$ cat config.mk
export PLATFORM = sky130hd
export DESIGN_NAME = spc_top
export DESIGN_NICKNAME = d
export VERILOG_FILES = /design/src/spc_pkg.sv /design/src/spc_timer_ch.sv /design/src/spc_shift.sv /design/src/spc_top.sv
export VERILOG_INCLUDE_DIRS = /design/src /design/src/src
export SDC_FILE = /design/constraint.sdc
export NUM_CORES = 1
export LEC_CHECK = 0
export BUFFER_PORTS_ARGS = -buffer_cell sky130_fd_sc_hd__buf_4
export CELL_PAD_IN_SITES_DETAIL_PLACEMENT = 0
export CELL_PAD_IN_SITES_GLOBAL_PLACEMENT = 1
export CORE_MARGIN = 3
export CORE_UTILIZATION = 40
export DETAILED_ROUTE_END_ITERATION = 6
export PLACE_DENSITY_LB_ADDON = 0.1
export SLEW_MARGIN = 40
export SYNTH_ARGS = -nofsm -noshare
export SYNTH_HDL_FRONTEND = slang
export SYNTH_SLANG_ARGS = --single-unit
$ cat constraint.sdc
create_clock -name clk -period 7.7 [get_ports clk]
set_input_delay 1.54 -clock clk [delete_from_list [all_inputs] [get_ports clk]]
set_output_delay 1.54 -clock clk [all_outputs]
set_load 0.01 [all_outputs]
$ cat src/spc_map.svh
`ifndef SPC_MAP_SVH
`define SPC_MAP_SVH

// i/o addresses
`define SPC_A_CTRL 16'hFB98
`define SPC_A_SYNTH 16'hFB99
`define SPC_A_TIMING 16'hFB9A
`define SPC_A_MODE 16'hFB9B
`define SPC_A_CNT0 16'hFB9C
`define SPC_A_CNT1 16'hFB9D
`define SPC_A_CNT2 16'hFB9E
`define SPC_A_SETUP 16'hFB9F
`define SPC_A_SHIFT 16'hFF98
`define SPC_A_GATE 16'hFF9F

// port direction mode words
`define SPC_MODE_NORMAL 8'h81
`define SPC_MODE_STATUS 8'h83
`define SPC_MODE_SET_BIT 7
`define SPC_MODE_B_IN_BIT 1
`define SPC_BSR_UPPER_BIT 3
`define SPC_BSR_IDX_HI 2
`define SPC_BSR_IDX_LO 1
`define SPC_BSR_VAL_BIT 0

// control output port fields
`define SPC_BG_BIT 7
`define SPC_PAGE_HI 3
`define SPC_PAGE_LO 2
`define SPC_SRC_HI 1
`define SPC_SRC_LO 0
`define SPC_SRC_TEST 2'h2

// timing port fields, upper nibble held in a 4-bit latch
`define SPC_UP_DIR 2
`define SPC_UP_WS 1
`define SPC_UP_RS 0

// audio gating latch fields
`define SPC_IE_BIT 1
`define SPC_CHEN_BIT 0

// counter setup word encodings
`define SPC_SEL_READBACK 2'h3
`define SPC_RW_LATCH 2'h0
`define SPC_RW_LSB 2'h1
`define SPC_RW_MSB 2'h2
`define SPC_RW_BOTH 2'h3
`define SPC_TM_SQUARE 2'h3

// counter constants
`define SPC_FULL_COUNT 17'h10000
`define SPC_COUNT_ONE 17'h00001
`define SPC_CH_NUM 3

`endif

$ cat src/spc_pkg.sv
package spc_pkg;

   typedef struct packed {
      logic [15:0] addr;
      logic wr;
      logic rd;
      logic [7:0] wdata;
   } spc_io_req_t;

   typedef struct packed {
      logic [1:0] sel;
      logic [1:0] rw;
      logic [2:0] mode;
      logic bcd;
   } spc_setup_t;

   typedef enum logic [0:0] {
      SPC_WR_LO = 1'b0,
      SPC_WR_HI = 1'b1
   } spc_wr_state_t;

endpackage

$ cat src/spc_timer_ch.sv
`timescale 1ns/1ns
`include "spc_map.svh"

module spc_timer_ch (
   input wire logic clk,
   input wire logic reset_n,
   input wire logic cnt_en,
   input wire logic gate,
   input wire logic setup_wr,
   input spc_pkg::spc_setup_t setup,
   input wire logic data_wr,
   input wire logic data_rd,
   input wire logic [7:0] wdata,
   output logic [7:0] rdata,
   output logic out
);
   import spc_pkg::*;

   spc_setup_t cfg_r;
   spc_wr_state_t wr_st_r;
   logic [15:0] div_r;
   logic [15:0] hold_r;
   logic armed_r;
   logic load_r;
   logic held_r;
   logic rd_hi_r;
   logic gate_d_r;
   logic out_r;
   logic [16:0] cnt_r;
   logic [16:0] cnt_nxt;
   logic [16:0] step;
   logic [16:0] reload;
   logic cfg_wr;
   logic div_done;
   logic square;
   logic [15:0] rd_src;

   assign cfg_wr = setup_wr && (setup.rw != `SPC_RW_LATCH);
   assign div_done = data_wr && (cfg_r.rw != `SPC_RW_LATCH) &&
                     ((cfg_r.rw != `SPC_RW_BOTH) || (wr_st_r == SPC_WR_HI));
   assign square = (cfg_r.mode[1:0] == `SPC_TM_SQUARE);
   // a divisor of zero means the full 16-bit span
   assign reload = (div_r == 16'h0000) ? `SPC_FULL_COUNT : {1'b0, div_r};
   assign cnt_nxt = (cnt_r <= `SPC_COUNT_ONE) ? reload : cnt_r - `SPC_COUNT_ONE;
   assign step = load_r ? reload : cnt_nxt;
   assign out = out_r;

   always_ff @(posedge clk or negedge reset_n) begin
      if (!reset_n) begin
         cfg_r <= '0;
         wr_st_r <= SPC_WR_LO;
         div_r <= 16'h0000;
         armed_r <= 1'b0;
      end else if (cfg_wr) begin
         cfg_r <= setup;
         wr_st_r <= SPC_WR_LO;
         armed_r <= 1'b0;
      end else if (data_wr) begin
         case (cfg_r.rw)
            `SPC_RW_LSB: begin
               div_r <= {8'h00, wdata};
               armed_r <= 1'b1;
            end
            `SPC_RW_MSB: begin
               div_r <= {wdata, 8'h00};
               armed_r <= 1'b1;
            end
            `SPC_RW_BOTH: begin
               if (wr_st_r == SPC_WR_LO) begin
                  div_r[7:0] <= wdata;
                  wr_st_r <= SPC_WR_HI;
                  armed_r <= 1'b0;
               end else begin
                  div_r[15:8] <= wdata;
                  wr_st_r <= SPC_WR_LO;
                  armed_r <= 1'b1;
               end
            end
            default: begin
               armed_r <= armed_r;
            end
         endcase
      end
   end

   // new divisor or a rising gate restarts the count on the next count edge
   always_ff @(posedge clk or negedge reset_n) begin
      if (!reset_n) begin
         cnt_r <= 17'h00000;
         load_r <= 1'b0;
         gate_d_r <= 1'b0;
      end else begin
         gate_d_r <= gate;
         if (cfg_wr) begin
            load_r <= 1'b0;
         end else if (div_done || (gate && !gate_d_r)) begin
            load_r <= 1'b1;
         end else if (cnt_en && gate && armed_r) begin
            cnt_r <= step;
            load_r <= 1'b0;
         end
      end
   end

   // rate mode: low for the count of one; square mode: high for the upper half
   always_ff @(posedge clk or negedge reset_n) begin
      if (!reset_n) begin
         out_r <= 1'b1;
      end else if (cfg_wr || !gate) begin
         out_r <= 1'b1;
      end else if (cnt_en && armed_r && !div_done) begin
         if (square) begin
            out_r <= (step > (reload >> 1));
         end else begin
            out_r <= (step != `SPC_COUNT_ONE);
         end
      end
   end

   assign rd_src = held_r ? hold_r : cnt_r[15:0];
   assign rdata = ((cfg_r.rw == `SPC_RW_MSB) ||
                   ((cfg_r.rw == `SPC_RW_BOTH) && rd_hi_r)) ? rd_src[15:8] : rd_src[7:0];

   always_ff @(posedge clk or negedge reset_n) begin
      if (!reset_n) begin
         hold_r <= 16'h0000;
         held_r <= 1'b0;
         rd_hi_r <= 1'b0;
      end else if (cfg_wr) begin
         held_r <= 1'b0;
         rd_hi_r <= 1'b0;
      end else if (setup_wr && !held_r) begin
         hold_r <= cnt_r[15:0];
         held_r <= 1'b1;
      end else if (data_rd) begin
         if (cfg_r.rw == `SPC_RW_BOTH) begin
            rd_hi_r <= !rd_hi_r;
            if (rd_hi_r) begin
               held_r <= 1'b0;
            end
         end else begin
            held_r <= 1'b0;
         end
      end
   end

endmodule

$ cat src/spc_shift.sv
`timescale 1ns/1ns

module spc_shift (
   input wire logic clk,
   input wire logic reset_n,
   input wire logic load,
   input wire logic [7:0] din,
   input wire logic shift_en,
   input wire logic encode,
   input wire logic ser_in,
   output logic [7:0] q,
   output logic ser_out
);
   logic [7:0] sr_r;

   // a host write wins over a shift in the same cycle
   always_ff @(posedge clk or negedge reset_n) begin
      if (!reset_n) begin
         sr_r <= 8'h00;
      end else if (load) begin
         sr_r <= din;
      end else if (shift_en) begin
         sr_r <= {sr_r[6:0], encode ? ser_in : 1'b0};
      end
   end

   assign q = sr_r;
   assign ser_out = sr_r[7];

endmodule

$ cat src/spc_top.sv
// Functional notes
// - mode sets synth data port direction
// - mode write clears all port outputs
// - control bit 7 flags background synthesis
// - control bits 3-2 select ROM page
// - control bits 1-0 select audio source
// - synth port writes data, reads status bits
// - timing bit 6 picks decode or encode
// - timing bits 5,4 drive write/read strobes
// - timing bit 3 reads inverted bit clock
// - timing bit 2 reads byte frame level
// - timing bit 1 reads active-low interrupt
// - timing bit 0 reads synthesizer busy
// - counters 0 and 2 run from system clock
// - counter 0 square wave, gate held active
// - shift on inverted bit clock rising edge
// - inverted counter 0 output clocks counter 1
// - counter 1 divides by 8, frame pulse
// - interrupt enable steers counter 2 output
// - counter 2 gate active while interrupt or channel enabled
// - shift register serialises both ways, drives when read
// - latch bit 1 interrupt enable, reads inverted
// - latch bit 0 enables audio channel output
`timescale 1ns/1ns
`include "spc_map.svh"

module spc_top (
   input wire logic clk,
   input wire logic reset_n,
   input spc_pkg::spc_io_req_t io_req,
   output logic [7:0] io_rdata,
   output logic io_rdata_oe_n,
   input wire logic [7:0] synth_data_in,
   output logic [7:0] synth_data_out,
   output logic synth_data_oe_n,
   output logic synth_write_strobe,
   output logic synth_read_strobe,
   input wire logic synth_interrupt_n,
   input wire logic synth_busy_flag,
   output logic codec_direction_select,
   output logic codec_bit_clock,
   output logic codec_byte_frame,
   output logic codec_serial_out,
   input wire logic codec_serial_in,
   output logic background_flag,
   output logic [1:0] rom_page,
   output logic [1:0] audio_source_select,
   output logic audio_channel_enable,
   output logic synth_irq_tick,
   output logic audio_test_tone
);
   import spc_pkg::*;

   // port interface latches
   logic [7:0] ctrl_r;
   logic [7:0] synth_out_r;
   logic [3:0] upper_r;
   logic synth_in_mode_r;

   // audio gating latch
   logic irq_en_r;
   logic chan_en_r;

   // read answer
   logic [7:0] rdata_r;
   logic drive_r;
   logic [7:0] rd_mux;
   logic rd_hit;

   // counters
   logic [2:0] ch_out;
   logic [2:0] ch_en;
   logic [2:0] ch_gate;
   logic [2:0] ch_setup_wr;
   logic [2:0] ch_data_wr;
   logic [2:0] ch_data_rd;
   logic [7:0] ch_rdata [0:2];
   logic [15:0] ch_addr [0:2];
   spc_setup_t setup_word;
   logic bclk_d_r;
   logic bclk_fall;

   // shift register
   logic [7:0] shift_q;
   logic shift_load;

   logic wr_ctrl;
   logic wr_synth;
   logic wr_mode;
   logic wr_setup;
   logic wr_gate;
   logic mode_set;

   assign wr_ctrl = io_req.wr && (io_req.addr == `SPC_A_CTRL);
   assign wr_synth = io_req.wr && (io_req.addr == `SPC_A_SYNTH);
   assign wr_mode = io_req.wr && (io_req.addr == `SPC_A_MODE);
   assign wr_setup = io_req.wr && (io_req.addr == `SPC_A_SETUP);
   assign wr_gate = io_req.wr && (io_req.addr == `SPC_A_GATE);
   assign shift_load = io_req.wr && (io_req.addr == `SPC_A_SHIFT);
   assign mode_set = wr_mode && io_req.wdata[`SPC_MODE_SET_BIT];
   assign setup_word = spc_setup_t'(io_req.wdata);

   // control output port; a mode word wipes it, so page drops back to 0
   always_ff @(posedge clk or negedge reset_n) begin
      if (!reset_n) begin
         ctrl_r <= 8'h00;
      end else if (mode_set) begin
         ctrl_r <= 8'h00;
      end else if (wr_ctrl) begin
         ctrl_r <= io_req.wdata;
      end
   end

   assign background_flag = ctrl_r[`SPC_BG_BIT];
   assign rom_page = ctrl_r[`SPC_PAGE_HI:`SPC_PAGE_LO];
   assign audio_source_select = ctrl_r[`SPC_SRC_HI:`SPC_SRC_LO];

   // synth data port direction follows the port B input bit of the mode word
   always_ff @(posedge clk or negedge reset_n) begin
      if (!reset_n) begin
         synth_in_mode_r <= 1'b1;
      end else if (mode_set) begin
         synth_in_mode_r <= io_req.wdata[`SPC_MODE_B_IN_BIT];
      end
   end

   always_ff @(posedge clk or negedge reset_n) begin
      if (!reset_n) begin
         synth_out_r <= 8'h00;
      end else if (mode_set) begin
         synth_out_r <= 8'h00;
      end else if (wr_synth) begin
         synth_out_r <= io_req.wdata;
      end
   end

   assign synth_data_out = synth_out_r;
   assign synth_data_oe_n = synth_in_mode_r;

   // upper timing nibble: cleared by a mode word, or single bits set/reset
   // by a mode-register write with the set flag clear
   genvar gi;
   generate
      for (gi = 0; gi < 4; gi = gi + 1) begin : g_upper
         always_ff @(posedge clk or negedge reset_n) begin
            if (!reset_n) begin
               upper_r[gi] <= 1'b0;
            end else if (mode_set) begin
               upper_r[gi] <= 1'b0;
            end else if (wr_mode && io_req.wdata[`SPC_BSR_UPPER_BIT] &&
                         (io_req.wdata[`SPC_BSR_IDX_HI:`SPC_BSR_IDX_LO] == 2'(gi))) begin
               upper_r[gi] <= io_req.wdata[`SPC_BSR_VAL_BIT];
            end else if (io_req.wr && (io_req.addr == `SPC_A_TIMING)) begin
               upper_r[gi] <= io_req.wdata[gi + 4];
            end
         end
      end
   endgenerate

   assign codec_direction_select = upper_r[`SPC_UP_DIR];
   assign synth_write_strobe = upper_r[`SPC_UP_WS];
   assign synth_read_strobe = upper_r[`SPC_UP_RS];

   // audio gating latch
   always_ff @(posedge clk or negedge reset_n) begin
      if (!reset_n) begin
         irq_en_r <= 1'b0;
         chan_en_r <= 1'b0;
      end else if (wr_gate) begin
         irq_en_r <= io_req.wdata[`SPC_IE_BIT];
         chan_en_r <= io_req.wdata[`SPC_CHEN_BIT];
      end
   end

   assign audio_channel_enable = chan_en_r;

   // counter clocking: 0 and 2 count every system clock, 1 counts on the
   // rising edge of the inverted counter 0 output
   always_ff @(posedge clk or negedge reset_n) begin
      if (!reset_n) begin
         bclk_d_r <= 1'b1;
      end else begin
         bclk_d_r <= ch_out[0];
      end
   end

   assign bclk_fall = bclk_d_r && !ch_out[0];
   assign ch_en = {1'b1, bclk_fall, 1'b1};
   // counter 2 gate held while either of its uses is selected
   assign ch_gate = {irq_en_r || chan_en_r, 1'b1, 1'b1};
   assign ch_addr[0] = `SPC_A_CNT0;
   assign ch_addr[1] = `SPC_A_CNT1;
   assign ch_addr[2] = `SPC_A_CNT2;

   genvar ci;
   generate
      for (ci = 0; ci < `SPC_CH_NUM; ci = ci + 1) begin : g_ch
         assign ch_setup_wr[ci] = wr_setup && (setup_word.sel == 2'(ci)) &&
                                  (setup_word.sel != `SPC_SEL_READBACK);
         assign ch_data_wr[ci] = io_req.wr && (io_req.addr == ch_addr[ci]);
         assign ch_data_rd[ci] = io_req.rd && (io_req.addr == ch_addr[ci]);
         spc_timer_ch u_ch (
            .clk(clk),
            .reset_n(reset_n),
            .cnt_en(ch_en[ci]),
            .gate(ch_gate[ci]),
            .setup_wr(ch_setup_wr[ci]),
            .setup(setup_word),
            .data_wr(ch_data_wr[ci]),
            .data_rd(ch_data_rd[ci]),
            .wdata(io_req.wdata),
            .rdata(ch_rdata[ci]),
            .out(ch_out[ci])
         );
      end
   endgenerate

   assign codec_bit_clock = ch_out[0];
   assign codec_byte_frame = ch_out[1];

   // counter 2 either ticks the host interrupt or feeds the audio test source
   assign synth_irq_tick = irq_en_r && ch_out[2];
   assign audio_test_tone = !irq_en_r && chan_en_r && ch_out[2] &&
                            (ctrl_r[`SPC_SRC_HI:`SPC_SRC_LO] == `SPC_SRC_TEST);

   // serial data changes on the bit clock fall, so the codec samples a
   // settled bit on the following rise
   spc_shift u_shift (
      .clk(clk),
      .reset_n(reset_n),
      .load(shift_load),
      .din(io_req.wdata),
      .shift_en(bclk_fall),
      .encode(upper_r[`SPC_UP_DIR]),
      .ser_in(codec_serial_in),
      .q(shift_q),
      .ser_out(codec_serial_out)
   );

   // read decode; write-only ports read back their latches
   always_comb begin
      rd_mux = 8'h00;
      rd_hit = 1'b1;
      case (io_req.addr)
         `SPC_A_CTRL: begin
            rd_mux = ctrl_r;
         end
         `SPC_A_SYNTH: begin
            rd_mux = synth_in_mode_r ? synth_data_in : synth_out_r;
         end
         `SPC_A_TIMING: begin
            rd_mux = {upper_r, !ch_out[0], ch_out[1],
                      synth_interrupt_n, synth_busy_flag};
         end
         `SPC_A_CNT0: begin
            rd_mux = ch_rdata[0];
         end
         `SPC_A_CNT1: begin
            rd_mux = ch_rdata[1];
         end
         `SPC_A_CNT2: begin
            rd_mux = ch_rdata[2];
         end
         `SPC_A_SHIFT: begin
            rd_mux = shift_q;
         end
         `SPC_A_GATE: begin
            rd_mux = {6'h00, !irq_en_r, chan_en_r};
         end
         default: begin
            rd_hit = 1'b0;
         end
      endcase
   end

   // one-cycle registered answer; bus is left alone for unmapped reads
   always_ff @(posedge clk or negedge reset_n) begin
      if (!reset_n) begin
         rdata_r <= 8'h00;
         drive_r <= 1'b0;
      end else begin
         drive_r <= io_req.rd && rd_hit;
         rdata_r <= (io_req.rd && rd_hit) ? rd_mux : 8'h00;
      end
   end

   assign io_rdata = rdata_r;
   assign io_rdata_oe_n = !drive_r;

endmodule

## Word-level counts from Yosys, hierarchy flattened

Index checks and enable logic that the tools add are counted.

- Memories kept: 0
- Input port bits: 39
- Logic and storage cells: 375
- Bits in read-only memories: 0
- Latch bits: 0
- Bits in writable memories: 0
- Register bits after elaboration: 220
- Output and inout port bits: 32

- Divide/modulo/power cells: 0
- Bitwise operators: 6
- Magnitude comparators: 6
- Shifts and indexed selects: 0
- Reductions and logical operators: 146
- Equal/unequal tests: 47
- Multipliers: 0
- Mux-type cells: 116
- Add/subtract/negate cells: 3

Operator list:

| cell | count |
|---|---|
| 16-bit == test, second input constant | 10 |
| 17-bit two-way mux | 9 |
| 16-bit one-hot mux with 3 select lines | 3 |
| 8-bit two-way mux | 17 |
| 1-bit two-way mux | 80 |
| 8-bit one-hot mux with 8 select lines | 1 |
| 1-bit logical AND | 52 |
| 17-bit by 16-bit > comparator with 1-bit output | 3 |
| 17-bit by 1-bit <= comparator with 1-bit output, second input constant | 3 |
| 17-bit by 1-bit != test with 1-bit output, second input constant | 3 |
| 17-bit by 1-bit subtractor with 17-bit output, second input constant | 3 |
| 16-bit zero test | 3 |
| 16-bit two-way mux | 3 |
| 3-bit nonzero test | 16 |
| 2-bit nonzero test | 19 |
| 2-bit == test, second input constant | 13 |
| 2-bit AND reduction | 12 |
| 4-bit AND reduction | 6 |
| 3-bit AND reduction | 6 |
| 1-bit zero test | 15 |
| 2-bit != test, second input constant | 7 |
| 2-bit by 1-bit != test with 1-bit output, second input constant | 6 |
| 4-bit by 2-bit != test with 1-bit output, second input constant | 3 |
| 1-bit logical OR | 11 |
| other kinds (6) | 20 |

## Depth between registers and ports, before layout

- Depth in word-level cells: 8
- Depth in mapped cells: 17
- Depth with buffers taken out: 16

## By module

A second synthesis with hierarchy kept.

- Cells, all modules: 1459
- Area, all modules: 14062.2 um^2

By module, submodules not included:

| module | cells each | times used | seq. area each (um^2) | area each (um^2) |
|---|---|---|---|---|
| spc_timer_ch at g_ch[1].u_ch | 400 | 1 | 1502.7 | 3858.7 |
| spc_timer_ch at g_ch[2].u_ch | 389 | 1 | 1502.7 | 3761.1 |
| spc_timer_ch at g_ch[0].u_ch | 382 | 1 | 1502.7 | 3731.1 |
| spc_top | 251 | 1 | 828.3 | 2322.2 |
| spc_shift | 37 | 1 | 200.2 | 389.1 |

## Worst setup path after synthesis

OpenSTA, ideal clock, no wires.

- Kind: reg-to-reg
- From: register g_ch[0].u_ch.cnt_r[3]
- To: register g_ch[0].u_ch.out_r
- Data arrival time: 3.702 ns
- Clock period less this slack: 3.784 ns
- Buffers on the path: 3
- Setup time: 0.082 ns
- Slack: 3.916 ns
- Required time: 7.618 ns
- Cell stages (with the launch flop): 16
- Cells stage by stage: dfrtp_1 > clkbuf_1 > nor4_2 > o2111ai_1 > o21a_1 > clkbuf_1 > buf_2 > nor2_1 > a21oi_1 > ha_1 > nand4_1 > or4_1 > a211o_1 > a211o_1 > o2bb2ai_1 > o21ai_1

- Cells in the longest elaborated chain, start to end: 7
- Elaborated cells on any way between the ends: 9
- Those cells by class: 1 x add/sub; 2 x order compare; 1 x eq/ne; 5 x mux

RTL lines:

| what | line | text |
|---|---|---|
| from (decl) | spc_timer_ch.sv:29 | `logic [16:0] cnt_r;` |
| from (signal assigned) | spc_timer_ch.sv:99 | `cnt_r <= step;` |
| 17-bit by 1-bit subtractor with 17-bit output (no line) / 17-bit by 1-bit <= comparator with 1-bit output (equally long branches) | n/a |  |
| 17-bit two-way mux (no line) * | n/a |  |
| 17-bit two-way mux * | spc_timer_ch.sv:45 | `assign step = load_r ? reload : cnt_nxt;` |
| net g_ch[0].u_ch.step[10] | spc_timer_ch.sv:31 | `logic [16:0] step;` |
| 17-bit by 16-bit > comparator with 1-bit output / 17-bit by 1-bit != test with 1-bit output (equally long branches) | n/a |  |
| 1-bit two-way mux * | spc_timer_ch.sv:112 | `if (square) begin` |
| 1-bit two-way mux * | spc_timer_ch.sv:111 | `end else if (cnt_en && armed_r && !div_done) begin` |
| 1-bit two-way mux * | spc_timer_ch.sv:109 | `end else if (cfg_wr \|\| !gate) begin` |
| to (signal assigned) | spc_timer_ch.sv:113 | `out_r <= (step > (reload >> 1));` |
| to (signal assigned) | spc_timer_ch.sv:115 | `` out_r <= (step != `SPC_COUNT_ONE); `` |
| to (decl) | spc_timer_ch.sv:28 | `logic out_r;` |

The timed path passes the listed nets; every way through them passes the cells marked *. The select of a mux whose other input is x is not followed.
A chain may end at the register's enable or synchronous reset.

## Worst setup path in the final report

- From: register g_ch[2].u_ch.cnt_r[10]
- To: register g_ch[2].u_ch.out_r

- Cells in the longest elaborated chain, start to end: 7
- Elaborated cells on any way between the ends: 9
- Those cells by class: 1 x add/sub; 2 x order compare; 1 x eq/ne; 5 x mux

RTL lines:

| what | line |
|---|---|
| from (decl) | spc_timer_ch.sv:29 |
| from (signal assigned) | spc_timer_ch.sv:99 |
| 17-bit by 1-bit <= comparator with 1-bit output (no line) * | n/a |
| 17-bit two-way mux (no line) * | n/a |
| 17-bit two-way mux * | spc_timer_ch.sv:45 |
| net g_ch[2].u_ch.step[6] | spc_timer_ch.sv:31 |
| 17-bit by 16-bit > comparator with 1-bit output / 17-bit by 1-bit != test with 1-bit output (equally long branches) | n/a |
| 1-bit two-way mux * | spc_timer_ch.sv:112 |
| 1-bit two-way mux * | spc_timer_ch.sv:111 |
| 1-bit two-way mux * | spc_timer_ch.sv:109 |
| to (signal assigned) | spc_timer_ch.sv:113 |
| to (signal assigned) | spc_timer_ch.sv:115 |
| to (decl) | spc_timer_ch.sv:28 |

Marks and branches as above.

==> impl_metrics.xml <==
<?xml version="1.0" encoding="UTF-8"?>
<metrics>
  <group name="min_path">
    <metric name="hp-class" unit="">flop to flop</metric>
  </group>
  <group name="placement">
    <metric name="numPortBuffers" unit="">70</metric>
    <metric name="hpwlAfterDp" unit="mm">29.55</metric>
    <metric name="final_weighted_congestion_in_routability_driven_placement" unit="">0.8509</metric>
  </group>
  <group name="timing">
    <metric name="fin_setup_tns" unit="ps">0</metric>
    <metric name="finalMaxSlewViolations" unit="">0</metric>
    <metric name="maxClockFrequency" unit="MHz">242.3</metric>
    <metric name="relSlewSlack" unit="">0.4492</metric>
    <metric name="worst-slew-pin-transition" unit="ps">826.3</metric>
    <metric name="total_count_of_hold_check_failures_in_the_final_report" unit="">0</metric>
    <metric name="timing.final.crit_share" unit="">0.5359</metric>
    <metric name="period_needed" unit="ps">4127</metric>
    <metric name="grt_setup_unrepaired" unit="">false</metric>
    <metric name="fin_skew" unit="ps">17.41</metric>
    <metric name="timing.final.setup_violations" unit="">0</metric>
  </group>
  <group name="routing">
    <metric name="number_of_detailed_routing_iterations_run_before_antenna_repair" unit="">6</metric>
    <metric name="ant_nets" unit="">0</metric>
    <metric name="wire_per_inst" unit="um">21.90</metric>
    <metric name="vias_per_cell" unit="">5.568</metric>
    <metric name="detail_route.iter0.violations" unit="">753</metric>
    <metric name="remaining_drc_errors" unit="">0</metric>
    <metric name="routed-via-count" unit="">10280</metric>
    <metric name="drt-total-wl" unit="mm">40.45</metric>
  </group>
  <group name="global_routing">
    <metric name="grt_most_used_layer" unit="">met2</metric>
    <metric name="grt_usage" unit="">0.2308</metric>
    <metric name="grt_pass1_wl" unit="mm">64.28</metric>
    <metric name="grt_start_max_net_pins" unit="">94</metric>
    <metric name="global_route.usage.met3" unit="">0.02717</metric>
    <metric name="global_route.usage.met1" unit="">0.3374</metric>
    <metric name="met2_track_utilization_from_global_routing" unit="">0.3681</metric>
    <metric name="via_count_of_the_first_global_routing_pass" unit="">10450</metric>
    <metric name="antenna_found_initial" unit="">0</metric>
    <metric name="overflow" unit="">0</metric>
  </group>
  <group name="layout">
    <metric name="ff_latch_area" unit="um^2">5512</metric>
    <metric name="area_delta_synth_final" unit="%">13.71</metric>
    <metric name="layout.nets" unit="">1483</metric>
    <metric name="drive_above_1_share" unit="">0.1714</metric>
    <metric name="multi_input_area" unit="um^2">7066</metric>
    <metric name="final_util" unit="">0.4680</metric>
    <metric name="filler_cell_count" unit="">3093</metric>
    <metric name="num_antenna_cells" unit="">0</metric>
  </group>
  <group name="critical_path">
    <metric name="critPathArrivalTime" unit="ps">4560</metric>
    <metric name="crit_path_top_delay_cell" unit="">sky130_fd_sc_hd__or4_1</metric>
    <metric name="cp_top_family" unit="">simple AND/OR/NAND/NOR gates</metric>
    <metric name="critical_path.n_buffers_inverters" unit="">1</metric>
    <metric name="worst_setup_path_class" unit="">flop to flop</metric>
    <metric name="worst-r2r-setup-slack" unit="ps">3570</metric>
    <metric name="critPathLaunchType" unit="">flop</metric>
    <metric name="cp_cell_sequence" unit="">or4_1 -&gt; nor4_2 -&gt; a31oi_2 -&gt; buf_4 -&gt; nor2_1 -&gt; a21oi_1 -&gt; ha_1 -&gt; a21o_1 -&gt; a21o_1 -&gt; a21oi_1 -&gt; nor2_1 -&gt; nor4bb_1 -&gt; o31ai_1 -&gt; a311oi_1 -&gt; nor3_1</metric>
    <metric name="crit_path_max_fanout" unit="">21</metric>
    <metric name="worstPathRequired" unit="ps">8140</metric>
    <metric name="endpoint_kind" unit="">flop</metric>
    <metric name="critical-path-max-stage-delay" unit="ps">620</metric>
  </group>
  <group name="logic_synthesis">
    <metric name="synthDominantAreaCellType" unit="">sky130_fd_sc_hd__dfrtp_1</metric>
    <metric name="synth_cell_type_count" unit="">77</metric>
    <metric name="yosys_warnings" unit="">0</metric>
    <metric name="synth.top_cell.area_share" unit="">0.4090</metric>
    <metric name="post_synth_instance_area" unit="um^2">13150</metric>
    <metric name="sequential_fraction_of_the_synthesis_area" unit="">0.4190</metric>
    <metric name="synth_edf_count" unit="">0</metric>
    <metric name="synth_common_cells" unit="">sky130_fd_sc_hd__dfrtp_1, sky130_fd_sc_hd__nand2_1, sky130_fd_sc_hd__nor2_1</metric>
    <metric name="post-synth-top-count-cell" unit="">sky130_fd_sc_hd__dfrtp_1</metric>
    <metric name="postSynthNetCount" unit="">1457</metric>
    <metric name="synthesis.area_per_instance" unit="um^2">9.629</metric>
    <metric name="most_used_flip_flop_cell_after_synthesis" unit="">sky130_fd_sc_hd__dfrtp_1</metric>
    <metric name="synthCells" unit="">1366</metric>
    <metric name="async_set_reset_flop_share_out_of_synthesis" unit="">1.000</metric>
    <metric name="netlist_top_cells_area" unit="">sky130_fd_sc_hd__dfrtp_1, sky130_fd_sc_hd__nand2_1, sky130_fd_sc_hd__mux2_2</metric>
    <metric name="synth-seq-cells" unit="">220</metric>
  </group>
  <group name="power_and_ir_drop">
    <metric name="power_leakage" unit="nW">6.919</metric>
    <metric name="power-per-cell-area" unit="nW/um^2">174.7</metric>
    <metric name="max-vdd-ir-drop" unit="uV">151.9</metric>
  </group>
  <group name="job">
    <metric name="drv.max_cap_violation_count" unit="">0</metric>
  </group>
  <group name="cts">
    <metric name="htreeDepth" unit="">1</metric>
    <metric name="numClockSinks" unit="">220</metric>
    <metric name="clk_path_buf_depth" unit="">3</metric>
    <metric name="clock-root-buffer" unit="">sky130_fd_sc_hd__clkbuf_16</metric>
    <metric name="clock_input_transition_at_the_sequential_cells_of_the_worst_setup_and_hold_paths" unit="ps">60</metric>
    <metric name="postCtsHoldBufs" unit="">0</metric>
    <metric name="postCtsSetupRepairBufs" unit="">0</metric>
    <metric name="tritoncts" unit="">done</metric>
    <metric name="cts_resized" unit="">0</metric>
    <metric name="cts_buffers" unit="">27</metric>
    <metric name="insertion_delay_of_the_later_clocked_pin_in_the_worst_skew_pair" unit="ps">540</metric>
  </group>
  <group name="floorplan">
    <metric name="core_region_area" unit="um^2">31960</metric>
    <metric name="num_rows" unit="">65</metric>
    <metric name="chipWidth" unit="um">187.3</metric>
    <metric name="area_enclosed_by_the_die_boundary" unit="um^2">35100</metric>
    <metric name="top_level_pins" unit="">71</metric>
    <metric name="floorplan.initialDensity" unit="">0.4115</metric>
    <metric name="die_height" unit="um">187.3</metric>
  </group>
  <group name="outcome">
    <metric name="result_of_the_run" unit="">finished, final reports clean</metric>
  </group>
</metrics>
-- through the flow --
step                instance area, um^2  hold WS, ps  worst slack, ps  power (W)  std cells
CTS                               14930        431.2             3572   0.002647       1846
detailed placement                13970        426.7             3192   0.001262       1797
floorplan                         13150        393.8             3916   0.001199       1366
finish                            14960        434.3             3573   0.002612       1847
global placement                  13960        432.7             3299   0.001262       1797
global route                      14960        439.2             3138   0.002694       1847
-- cell type report --
class | count | share of cell area
Multi-Input combinational cell | 996 | 0.4724
Inverter | 65 | 0.01631
Clock buffer | 37 | 0.05103
Clock inverter | 12 | 0.01272
Tap cell | 435 | 0.03639
Sequential cell | 220 | 0.3685
Timing Repair Buffer | 82 | 0.04266
-- flip-flops by register name, summed over array words and instances (netlist names), 2 cells and up --
name,cells
io_rdata,8
g_ch.u_ch.cnt_r,51
g_ch.u_ch.hold_r,48
g_ch.u_ch.cfg_r,12
synth_data_out,8
g_ch.u_ch.armed_r,3
g_ch.u_ch.div_r,48
g_ch.u_ch.gate_d_r,2
g_ch.u_ch.wr_st_r,3
u_shift.q,8
g_ch.u_ch.held_r,3
g_ch.u_ch.out,3
g_ch.u_ch.load_r,3
ctrl_r,8
g_ch.u_ch.rd_hi_r,3
-- final timing paths --
kind	start	endpoint	cells past startpoint
max	g_ch[2].u_ch.cnt_r[10]	g_ch[2].u_ch.out	15
min in group asynchronous	reset_n	g_ch[1].u_ch.hold_r[6]	1
min	g_ch[0].u_ch.out	bclk_d_r	0
max reg2reg	g_ch[2].u_ch.cnt_r[10]	g_ch[2].u_ch.out	15
min reg2reg	g_ch[0].u_ch.out	bclk_d_r	0
max in group asynchronous	reset_n	ctrl_r[3]	2
-- kinds of logic after synthesis --
| kind of cell | count (synthesis) | synth area share |
|---|---|---|
| muxes | 157 | 0.1510 |
| and+or+nand+nor | 471 | 0.1762 |
| DFF | 220 | 0.4190 |
| AOI/OAI and AO/OA | 263 | 0.1232 |
| buffers and inverters | 150 | 0.04613 |
| xor gates and xnor gates | 50 | 0.03329 |
| adders and majority gates | 54 | 0.05098 |
| other | 1 | 0.0002851 |
-- worst register-to-register path, stage by stage, from the launching register on --
cell                       delay (ps)
sky130_fd_sc_hd__dfrtp_1          490
sky130_fd_sc_hd__or4_1            620
sky130_fd_sc_hd__nor4_2           270
sky130_fd_sc_hd__a31oi_2          380
sky130_fd_sc_hd__buf_4            350
sky130_fd_sc_hd__nor2_1           110
sky130_fd_sc_hd__a21oi_1           60
sky130_fd_sc_hd__ha_1             330
sky130_fd_sc_hd__a21o_1           190
sky130_fd_sc_hd__a21o_1           170
sky130_fd_sc_hd__a21oi_1          170
sky130_fd_sc_hd__nor2_1            60
sky130_fd_sc_hd__nor4bb_1         260
sky130_fd_sc_hd__o31ai_1          120
sky130_fd_sc_hd__a311oi_1         340
sky130_fd_sc_hd__nor3_1           110
-- where the power goes --
group / switching [W] / internal [W] / total [W]
Sequential: 0.000000693 / 0.00116 / 0.00116
Combinational: 0.0000617 / 0.0000200 / 0.0000817
Clock: 0.000516 / 0.000857 / 0.00137
-- metal layers --
metal,vias up,part of all wire,wire (um)
li1,4932,-,-
met1,5083,0.48,19330
met2,213,0.46,18440
met3,56,0.042,1699
met4,0,0.024,986
met5,-,0,0
-- cell usage in the layout (no fill, tap or decap), types with 15 or more instances in the layout --
| master | n |
|---|---|
| sky130_fd_sc_hd__dfrtp_1 | 215 |
| sky130_fd_sc_hd__nand3_1 | 24 |
| sky130_fd_sc_hd__mux4_2 | 24 |
| sky130_fd_sc_hd__a21oi_1 | 70 |
| sky130_fd_sc_hd__nor2_1 | 104 |
| sky130_fd_sc_hd__nor3_1 | 28 |
| sky130_fd_sc_hd__nand2_1 | 183 |
| sky130_fd_sc_hd__xor2_1 | 23 |
| sky130_fd_sc_hd__a22o_1 | 15 |
| sky130_fd_sc_hd__buf_4 | 78 |
| sky130_fd_sc_hd__o21ai_0 | 86 |
| sky130_fd_sc_hd__mux2_2 | 60 |
| sky130_fd_sc_hd__inv_1 | 65 |
| sky130_fd_sc_hd__mux2i_1 | 42 |
| sky130_fd_sc_hd__ha_1 | 52 |
| sky130_fd_sc_hd__clkbuf_16 | 27 |
| sky130_fd_sc_hd__xnor2_1 | 27 |
| sky130_fd_sc_hd__nand4_1 | 29 |
| sky130_fd_sc_hd__mux2_1 | 31 |
Power figures use the tool's default switching activity.
